`config.mk`:
```
export PLATFORM = sky130hd
export DESIGN_NAME = phy_status_irq_control
export DESIGN_NICKNAME = d
export VERILOG_FILES = /design/src/design/phy_irq_pkg.sv /design/src/design/event_flag_bank.sv /design/src/design/phy_status_irq_control.sv
export SDC_FILE = /design/constraint.sdc
export NUM_CORES = 1
export LEC_CHECK = 0
export ABC_AREA = 1
export BUFFER_PORTS_ARGS = -buffer_cell sky130_fd_sc_hd__buf_4
export CAP_MARGIN = 20
export CORE_UTILIZATION = 46
export CTS_CLUSTER_SIZE = 20
export DETAILED_ROUTE_END_ITERATION = 6
export PLACE_DENSITY = 0.75
export SETUP_SLACK_MARGIN = 0.4
export SYNTH_ARGS = -nofsm -noshare
export SYNTH_HDL_FRONTEND = slang
export SYNTH_HIERARCHICAL = 1
export SYNTH_SLANG_ARGS = --single-unit
```
`constraint.sdc`:
```
create_clock -name i_clk_sys -period 1.1 [get_ports i_clk_sys]
set_clock_uncertainty 0.2 [all_clocks]
set_input_delay 0.22 -clock i_clk_sys [delete_from_list [all_inputs] [get_ports i_clk_sys]]
set_output_delay 0.22 -clock i_clk_sys [all_outputs]
set_load 0.005 [all_outputs]
```
`src/design/phy_irq_pkg.sv`:
```
/*
 * Constants for the status-summary and interrupt-control block: register
 * offsets, field positions, reset values and event bit layout.
 * Assumes an 8-bit-free plain register port with 16-bit data words.
 */
// How it works
// - Status bit 2 reports full duplex.
// - Duplex/speed valid only with qualified link.
// - Status bit 1 reports 10 Mb/s speed.
// - Status bit 0 mirrors link, never read-cleared.
// - Link copy is 1 while link valid.
// - Control bits 15:4 ignore writes, read zero.
// - Select 1: time-sync bit 11, speed-or-duplex 12.
// - Select 0: duplex bit 11, speed bit 12.
// - Test bit keeps interrupt asserted while set.
// - Global enable gates event-based interrupts.
// - Output enable 1 drives shared pin.
// - Output enable 0: pin is power-down input.
// - Sources: quality, energy, link, speed, duplex, negotiation, counters.
// - Event bits latch always, clear on read.
// - Time-sync event re-arms only when status empty.
// - Summary pending bit clears after event status read while test bit clear.
package phy_irq_pkg;

    localparam int REG_ADDR_W = 5;
    localparam int REG_DATA_W = 16;
    localparam int EVT_W = 8;

    localparam logic [REG_ADDR_W-1:0] ADDR_STATUS_SUMMARY = 5'h10;
    localparam logic [REG_ADDR_W-1:0] ADDR_PIN_CONTROL = 5'h11;
    localparam logic [REG_ADDR_W-1:0] ADDR_EVENT_STATUS = 5'h12;

    // Status summary fields.
    localparam int SUM_LINK_BIT = 0;
    localparam int SUM_SPEED10_BIT = 1;
    localparam int SUM_DUPLEX_BIT = 2;
    localparam int SUM_PENDING_BIT = 7;

    // Interrupt pin control fields.
    localparam int CTL_PIN_OE_BIT = 0;
    localparam int CTL_GLOBAL_EN_BIT = 1;
    localparam int CTL_TEST_FORCE_BIT = 2;
    localparam int CTL_TS_SEL_BIT = 3;
    localparam logic CTL_RESET = 1'b0;

    // Event status: pending flags in the high byte, enables in the low byte.
    localparam int EVT_STATUS_LSB = 8;
    localparam int EVT_ENABLE_LSB = 0;
    localparam logic [EVT_W-1:0] EVT_ENABLE_RESET = 8'h00;

    // Event index within a byte (register bit minus the byte base).
    localparam int EVT_LINK_QUALITY = 7;
    localparam int EVT_ENERGY = 6;
    localparam int EVT_LINK = 5;
    localparam int EVT_SPEED = 4;
    localparam int EVT_DUPLEX_OR_TS = 3;
    localparam int EVT_AN_COMPLETE = 2;
    localparam int EVT_COUNTER_HALF = 1;
    localparam int EVT_SPARE = 0;

    localparam logic [REG_DATA_W-1:0] READ_ZERO = 16'h0000;

endpackage

```
`src/design/event_flag_bank.sv`:
```
/*
 * Bank of sticky event flags cleared as a group by one clear pulse.
 * Assumes set and clear pulses come from logic on the same clock.
 */
`timescale 1ns/1ps
`default_nettype none

module event_flag_bank #(
    parameter int WIDTH = 8
) (
    input wire logic i_clk_sys,
    input wire logic i_rst_b,
    input wire logic [WIDTH-1:0] i_set,
    input wire logic i_clear,
    output logic [WIDTH-1:0] o_flags
);

    typedef struct packed {
        logic [WIDTH-1:0] flags;
    } flag_state_t;

    flag_state_t st;
    flag_state_t next_st;

    ////////////////////////////////////////////////////////////////////////////

    // A set in the clearing cycle wins so that no event is lost.
    always_comb begin
        next_st = st;
        for (int i = 0; i < WIDTH; i++) begin
            next_st.flags[i] = i_set[i] | (st.flags[i] & ~i_clear);
        end
    end

    always_ff @(posedge i_clk_sys or negedge i_rst_b) begin
        if (!i_rst_b) begin
            st <= '0;
        end else begin
            st <= next_st;
        end
    end

    assign o_flags = st.flags;

endmodule // event_flag_bank

`default_nettype wire

```
`src/design/phy_status_irq_control.sv`:
```
/*
 * Status summary and interrupt control of the transceiver management block:
 * read-only link/speed/duplex summary, interrupt pin control register and
 * the latched event status with its enables.
 * Assumes link, speed and duplex levels and the event pulses come from
 * logic on i_clk_sys; only the shared pin arrives from outside.
 */
// Our own choice: the address-and-strobe port.
`timescale 1ns/1ps
`default_nettype none

module phy_status_irq_control
    import phy_irq_pkg::*;
(
    input wire logic i_clk_sys,
    input wire logic i_rst_b,
    // Register port.
    input wire logic [REG_ADDR_W-1:0] i_addr,
    input wire logic [REG_DATA_W-1:0] i_wdata,
    input wire logic i_wr,
    input wire logic i_rd,
    output logic [REG_DATA_W-1:0] o_rdata,
    // Resolved link state from the negotiation and link monitor logic.
    input wire logic i_link_up,
    input wire logic i_speed_10,
    input wire logic i_full_duplex,
    // Event pulses from neighbouring monitors.
    input wire logic i_link_quality_event,
    input wire logic i_energy_event,
    input wire logic i_an_complete_event,
    input wire logic i_counter_half_event,
    // Level: the time-sync status still holds unread entries.
    input wire logic i_timesync_pending,
    // Shared power-down / interrupt pin.
    input wire logic i_powerdown_irq_pin_in,
    output logic o_powerdown_irq_pin_out,
    output logic o_powerdown_irq_pin_oe,
    output logic o_powerdown_req,
    // Level interrupt toward the rest of the chip.
    output logic o_irq
);

    typedef struct packed {
        logic ts_sel;
        logic test_force;
        logic global_en;
        logic pin_oe;
        logic [EVT_W-1:0] enables;
        logic link_d;
        logic speed_d;
        logic duplex_d;
        logic ts_armed;
        logic [1:0] pin_sync;
        logic irq;
        logic [REG_DATA_W-1:0] rdata;
    } ctrl_state_t;

    ctrl_state_t st;
    ctrl_state_t next_st;

    logic [EVT_W-1:0] evt_set;
    logic [EVT_W-1:0] evt_flags;
    logic evt_clear;
    logic link_change;
    logic speed_change;
    logic duplex_change;
    logic timesync_event;
    logic event_pending;
    logic irq_now;
    logic [REG_DATA_W-1:0] summary_word;
    logic [REG_DATA_W-1:0] control_word;
    logic [REG_DATA_W-1:0] event_word;

    ////////////////////////////////////////////////////////////////////////////
    // Event detection.

    // Changes are seen against last cycle's level, so a change lasting one
    // cycle still raises its flag.
    assign link_change = i_link_up ^ st.link_d;
    assign speed_change = i_speed_10 ^ st.speed_d;
    assign duplex_change = i_full_duplex ^ st.duplex_d;

    // One event per burst of time-sync status; the host must drain it first.
    assign timesync_event = st.ts_armed & i_timesync_pending;

    always_comb begin
        evt_set = '0;
        evt_set[EVT_LINK_QUALITY] = i_link_quality_event;
        evt_set[EVT_ENERGY] = i_energy_event;
        evt_set[EVT_LINK] = link_change;
        evt_set[EVT_AN_COMPLETE] = i_an_complete_event;
        evt_set[EVT_COUNTER_HALF] = i_counter_half_event;
        evt_set[EVT_SPARE] = 1'b0;
        if (st.ts_sel) begin
            evt_set[EVT_DUPLEX_OR_TS] = timesync_event;
            evt_set[EVT_SPEED] = speed_change | duplex_change;
        end else begin
            evt_set[EVT_DUPLEX_OR_TS] = duplex_change;
            evt_set[EVT_SPEED] = speed_change;
        end
    end

    assign evt_clear = i_rd && (i_addr == ADDR_EVENT_STATUS);

    event_flag_bank #(
        .WIDTH(EVT_W)
    ) u_flags (
        .i_clk_sys(i_clk_sys),
        .i_rst_b(i_rst_b),
        .i_set(evt_set),
        .i_clear(evt_clear),
        .o_flags(evt_flags)
    );

    ////////////////////////////////////////////////////////////////////////////
    // Interrupt combination.

    // Flags latch regardless of enables; only the output path is gated.
    assign event_pending = st.global_en & (|(evt_flags & st.enables));
    assign irq_now = event_pending | st.test_force;

    ////////////////////////////////////////////////////////////////////////////
    // Read words.

    always_comb begin
        summary_word = READ_ZERO;
        // Levels are passed as resolved; software qualifies them with link
        // and negotiation state before trusting speed and duplex.
        summary_word[SUM_DUPLEX_BIT] = i_full_duplex;
        summary_word[SUM_SPEED10_BIT] = i_speed_10;
        summary_word[SUM_LINK_BIT] = i_link_up;
        summary_word[SUM_PENDING_BIT] = irq_now;
    end

    always_comb begin
        control_word = READ_ZERO;
        control_word[CTL_TS_SEL_BIT] = st.ts_sel;
        control_word[CTL_TEST_FORCE_BIT] = st.test_force;
        control_word[CTL_GLOBAL_EN_BIT] = st.global_en;
        control_word[CTL_PIN_OE_BIT] = st.pin_oe;
    end

    always_comb begin
        event_word = READ_ZERO;
        event_word[EVT_STATUS_LSB +: EVT_W] = evt_flags;
        event_word[EVT_ENABLE_LSB +: EVT_W] = st.enables;
    end

    ////////////////////////////////////////////////////////////////////////////
    // Next state.

    always_comb begin
        next_st = st;

        next_st.link_d = i_link_up;
        next_st.speed_d = i_speed_10;
        next_st.duplex_d = i_full_duplex;

        // Disarm while status remains, re-arm once it has been drained.
        next_st.ts_armed = ~i_timesync_pending;

        next_st.pin_sync = {st.pin_sync[0], i_powerdown_irq_pin_in};

        next_st.irq = irq_now;

        if (i_wr) begin
            unique case (i_addr)
                ADDR_PIN_CONTROL: begin
                    // Upper bits are simply not stored.
                    next_st.ts_sel = i_wdata[CTL_TS_SEL_BIT];
                    next_st.test_force = i_wdata[CTL_TEST_FORCE_BIT];
                    next_st.global_en = i_wdata[CTL_GLOBAL_EN_BIT];
                    next_st.pin_oe = i_wdata[CTL_PIN_OE_BIT];
                end
                ADDR_EVENT_STATUS: begin
                    next_st.enables = i_wdata[EVT_ENABLE_LSB +: EVT_W];
                end
                default: begin
                end
            endcase
        end

        // Read data stand only in the cycle after the strobe.
        next_st.rdata = READ_ZERO;
        if (i_rd) begin
            unique case (i_addr)
                ADDR_STATUS_SUMMARY: begin
                    next_st.rdata = summary_word;
                end
                ADDR_PIN_CONTROL: begin
                    next_st.rdata = control_word;
                end
                ADDR_EVENT_STATUS: begin
                    next_st.rdata = event_word;
                end
                default: begin
                    next_st.rdata = READ_ZERO;
                end
            endcase
        end
    end

    always_ff @(posedge i_clk_sys or negedge i_rst_b) begin
        if (!i_rst_b) begin
            st.ts_sel <= CTL_RESET;
            st.test_force <= CTL_RESET;
            st.global_en <= CTL_RESET;
            st.pin_oe <= CTL_RESET;
            st.enables <= EVT_ENABLE_RESET;
            st.link_d <= 1'b0;
            st.speed_d <= 1'b0;
            st.duplex_d <= 1'b0;
            st.ts_armed <= 1'b1;
            // Idle pin level is high, so power-down is not requested.
            st.pin_sync <= 2'b11;
            st.irq <= 1'b0;
            st.rdata <= READ_ZERO;
        end else begin
            st <= next_st;
        end
    end

    ////////////////////////////////////////////////////////////////////////////
    // Outputs.

    assign o_rdata = st.rdata;
    assign o_irq = st.irq;

    // Active-low interrupt signalling on the shared pin.
    assign o_powerdown_irq_pin_out = ~st.irq;
    assign o_powerdown_irq_pin_oe = st.pin_oe;

    // The pin acts as an active-low power-down request only as an input.
    assign o_powerdown_req = ~st.pin_oe & ~st.pin_sync[1];

endmodule // phy_status_irq_control

`default_nettype wire

```
* Word-level counts from Yosys, hierarchy flattened *
Index checks and enable logic that the tools add are counted.

word-level totals
  output and inout port bits = 20
  input bits = 34
  word-level logic and storage cells = 52
  flip-flop bits (word level) = 43

operators by class
  reduce and logical (&&, ||, !) cells = 4
  equal/unequal tests = 3
  muxes and demuxes = 3
  bitwise operators = 29

operators by type and width
  operator              number
  $pmux W16 S3          1
  $mux W16              1
  $eq A5 B5 Y1 const B  3
  $and A1 B1 Y1         11
  $or A1 B1 Y1          9
  $and A8 B8 Y8         1
  $reduce_or A8 Y1      1
  $not A1 Y1            5
  $reduce_and A2 Y1     2
  $xor A1 B1 Y1         3
  $mux W2               1
  $logic_and A1 B1 Y1   1

* Logic depth before layout (Yosys ltp) *
  depth after elaboration = 6
  gate-level depth with buffers = 9

* Modules after synthesis *
Netlist, hierarchy kept.

modules (own cells, without submodules)
  module                  area each (um^2)  cells each  seq. area each (um^2)  times used
  phy_status_irq_control  1575.3            176         879.6                  1
  event_flag_bank         294.0             33          200.2                  1

* Worst setup path after synthesis *
No wires, ideal clock.

  path kind = in2reg
  from = in i_addr[3]
  to = reg st (netlist bit event_word[2])
  path buffers = 1
  slack = -37 ps
  stages = 7
  data arrival time = 820 ps
  cell sequence = nor2_2 -> nand3_2 -> inv_2 -> nand2_2 -> buf_6 -> nand2_1 -> o21ai_2

between the ends
  word-level cells in the longest chain between the ends = 2

RTL lines
  what                                RTL line                       source
  start: declaration                  phy_status_irq_control.sv:18   input wire logic [REG_ADDR_W-1:0] i_addr,
  $eq A5 B5 Y1                        phy_status_irq_control.sv:167  unique case (i_addr)
  $reduce_and A2 Y1 (no source line)  -
  end signal: assignment              phy_status_irq_control.sv:219  st <= next_st;
  end: declaration                    phy_status_irq_control.sv:58   ctrl_state_t st;

No other way between the ends.
A chain may end at the register's enable or synchronous reset.

* Final worst setup path *
  from = reg st[18] (netlist name)
  to = out o_powerdown_req

between the ends
  word-level cells in the longest chain between the ends = 2

RTL lines
  what              RTL line                       source
  $not A1 Y1        phy_status_irq_control.sv:234  assign o_powerdown_req = ~st.pin_oe & ~st.pin_sync[1];
  $and A1 B1 Y1     phy_status_irq_control.sv:234
  end: declaration  phy_status_irq_control.sv:38   output logic o_powerdown_req,

No other way between the ends.

==> flow_metrics.py <==
metrics = {
    "global_routing": {
        "top_usage_layer": "met2",
        "grt_use_met1_pct": 27.1,
        "grt_use_met2_pct": 37.1,
        "grt.total_usage_pct": 22.7,
        "antenna_found_initial": 0,
        "gr-total-overflow": 0,
        "grt_pass1_vias": 1567,
        "grt_max_degree": 25,
        "use_met3_pct": 5.56,
        "grt_pass1_wl_um": 7040,
    },
    "min_path": {
        "hold_path_class": "in2async",
    },
    "setup_path": {
        "reg2reg_depth": 8,
        "critPathKind": "reg2out",
        "critPathLaunch": "st[18]$_DFF_PN1_",
        "cp.arrival_ns": 1.00,
        "cp_max_fo": 1,
        "rr_startpoint": "u_flags/o_flags[5]$_DFF_PN0_",
        "cp.required_ns": 0.68,
        "cp-start-kind": "register",
        "cp-end-kind": "primary output",
    },
    "yosys": {
        "syn_nets": 243,
        "ys_ff_latch": 43,
        "async_reset_ff_share_pct": 100,
        "syn-cell-area_um2": 1870,
        "synth_area_per_cell_um2": 8.94,
        "synthCells": 209,
        "synth_top_flop_cell": "dfrtp_1",
        "yosysUniqueCellTypes": 22,
        "ys_warn_count": 6,
        "synth_edf_count": 0,
        "yosysSeqAreaShare_pct": 57.8,
    },
    "route": {
        "via_per_inst": 4.91,
        "dr.first_iter.drc_count": 91,
        "vias": 1606,
        "drtAntennaViolNets": 0,
        "drcViolationCount": 0,
        "first_pass_iters": 4,
        "wire_per_inst_um": 15.0,
        "wl_um": 4910,
    },
    "sta": {
        "drv_slew": 0,
        "rsz0062_at_grt": "yes",
        "worst_hold_slack_ns": -0.392,
        "setup-violations-final": 25,
        "min_period_ns": 1.42,
        "fmax_ghz": 0.705,
        "finalCritPeriodShare_pct": 129,
        "fin_ws_ns": -0.319,
        "setup-tns-final_ns": -3.14,
        "finalHoldViolations": 59,
    },
    "final_layout": {
        "drive_above_1_share_pct": 56.6,
        "utilization_pct": 80.0,
        "regArea_um2": 1080,
        "antenna_cells": 0,
        "area_growth_pct": 61.4,
        "fin_nets": 312,
        "layout_commonest_cell": "nand2_1",
        "n_fill_cell": 214,
        "design_area_um2": 3020,
        "mostFrequentLayoutCells": "43 x nand2_1, 41 x buf_6, 39 x dfrtp_1",
        "multi_input_area_um2": 826,
    },
    "clock_tree": {
        "cts_buffers": 5,
        "cts_buffer_depth": 2,
        "cts_htree_levels": 2,
        "root_buffer": "clkbuf_8",
        "cts_tree": "done",
        "clk_latency_ns": 0.30,
        "cts.sinks": 43,
        "clk_pin_slew_worst_paths_ns": 0.08,
    },
    "place": {
        "numPortBuffers": 45,
        "hpwl_um": 2730,
        "post_dp_cell_area_um2": 2310,
        "pre_cts_ws_ns": -0.241,
        "routabilityCongestion": 0.842,
    },
    "pwr": {
        "ir_drop_v": 0.000843,
        "power_density_nw_per_um2": 1300,
        "p_leak_nw": 1.56,
    },
    "status": {
        "status": "finished with violations",
        "violations": "hold timing, setup timing",
    },
    "floorplan": {
        "ios": 54,
        "dieArea_um2": 4320,
        "core_area_um2": 3770,
        "die_x_um": 65.7,
        "rows": 22,
        "die_h_um": 65.7,
        "start_util_pct": 49.6,
    },
    "flow_run": {
        "drv_cap": 0,
    },
}
cells in the mapped netlist, types with 2 or more instances:
| library cell | n | share of area, % |
|---|---|---|
| o21ai_1 | 4 | 1.1 |
| buf_4 | 17 | 6.8 |
| a21oi_1 | 2 | 0.54 |
| nand3_1 | 8 | 2.1 |
| o21ai_0 | 2 | 0.54 |
| dfrtp_1 | 40 | 54 |
| dfstp_2 | 3 | 4.2 |
| inv_2 | 2 | 0.40 |
| buf_6 | 2 | 1.2 |
| o21ai_2 | 4 | 1.9 |
| nand2_1 | 75 | 15 |
| xnor2_1 | 2 | 0.94 |
| nor2_1 | 15 | 3.0 |
| nand2_2 | 3 | 1.0 |
| nor2_2 | 2 | 0.67 |
| inv_1 | 22 | 4.4 |
flip-flops by register name, indices dropped and copies added (netlist names):
register / count
o_rdata: 16
event_word: 8
u_flags/o_flags: 8
st: 5
control_word: 3
next_st: 1
o_irq: 1
o_powerdown_irq_pin_oe: 1
per-stage QoR:
stage,instances,power [mW]
after floorplan,209,2.03
after global placement,305,2.33
after detailed placement,305,2.35
after CTS,320,3.75
after global routing,327,4.09
final,327,3.91
layout make-up:
cell class              count  share of cell area, %
clock buffers               6                   2.74
clock inverters             2                   1.16
inverters                  24                   3.24
multi-input cells         123                   27.4
flip-flops and latches     43                   35.8
well taps                  48                   1.99
repair buffers             81                   27.7
worst paths after layout:
path                       slack (ns)                           end
max                             -0.32               o_powerdown_req
min                             -0.39              st[22]$_DFF_PN0_
max reg2reg                     -0.25          o_rdata[7]$_DFF_PN0_
min reg2reg                      0.16              st[18]$_DFF_PN1_
max in group asynchronous        0.66  u_flags/o_flags[2]$_DFF_PN0_
min in group i_clk_sys          -0.18         next_st[18]$_DFF_PN1_
power by group:
group / total (mW) / leakage, nW / switching [mW] / internal, mW
Sequential: 1.80 / 0.527 / 0.0998 / 1.70
Combinational: 0.852 / 0.967 / 0.397 / 0.455
Clock: 1.26 / 0.0612 / 0.523 / 0.734
layer usage:
| layer | up-vias | part of all wire, % |
|---|---|---|
| met1 | 786 | 39 |
| met5 | - | 0 |
| met4 | 0 | 2.0 |
| met2 | 58 | 54 |
| met3 | 9 | 4.3 |
| li1 | 753 | - |
cell families after synthesis:
group | share of synthesized area [%]
buf+inv | 13.1
simple gates | 23.6
xor+xnor | 1.41
other cells | 0.201
compound gates | 4.02
flops | 57.8
what timing repair did:
item | 4_1_cts | 5_1_grt
setup endpoints to repair | 58 | 58
gates resized for setup | 83 | 38
endpoints found under the hold margin | 60 | 58
pin swaps | 20 | 20
gates cloned | 2 | 0
buffers inserted | 5 | 7
worst max-delay path, cell delays in order, from the launching register on:
cell and delay, ns:
dfstp_2 0.54, nor2_2 0.03, buf_4 0.13
Note: power is estimated with default switching activity, not from simulation.
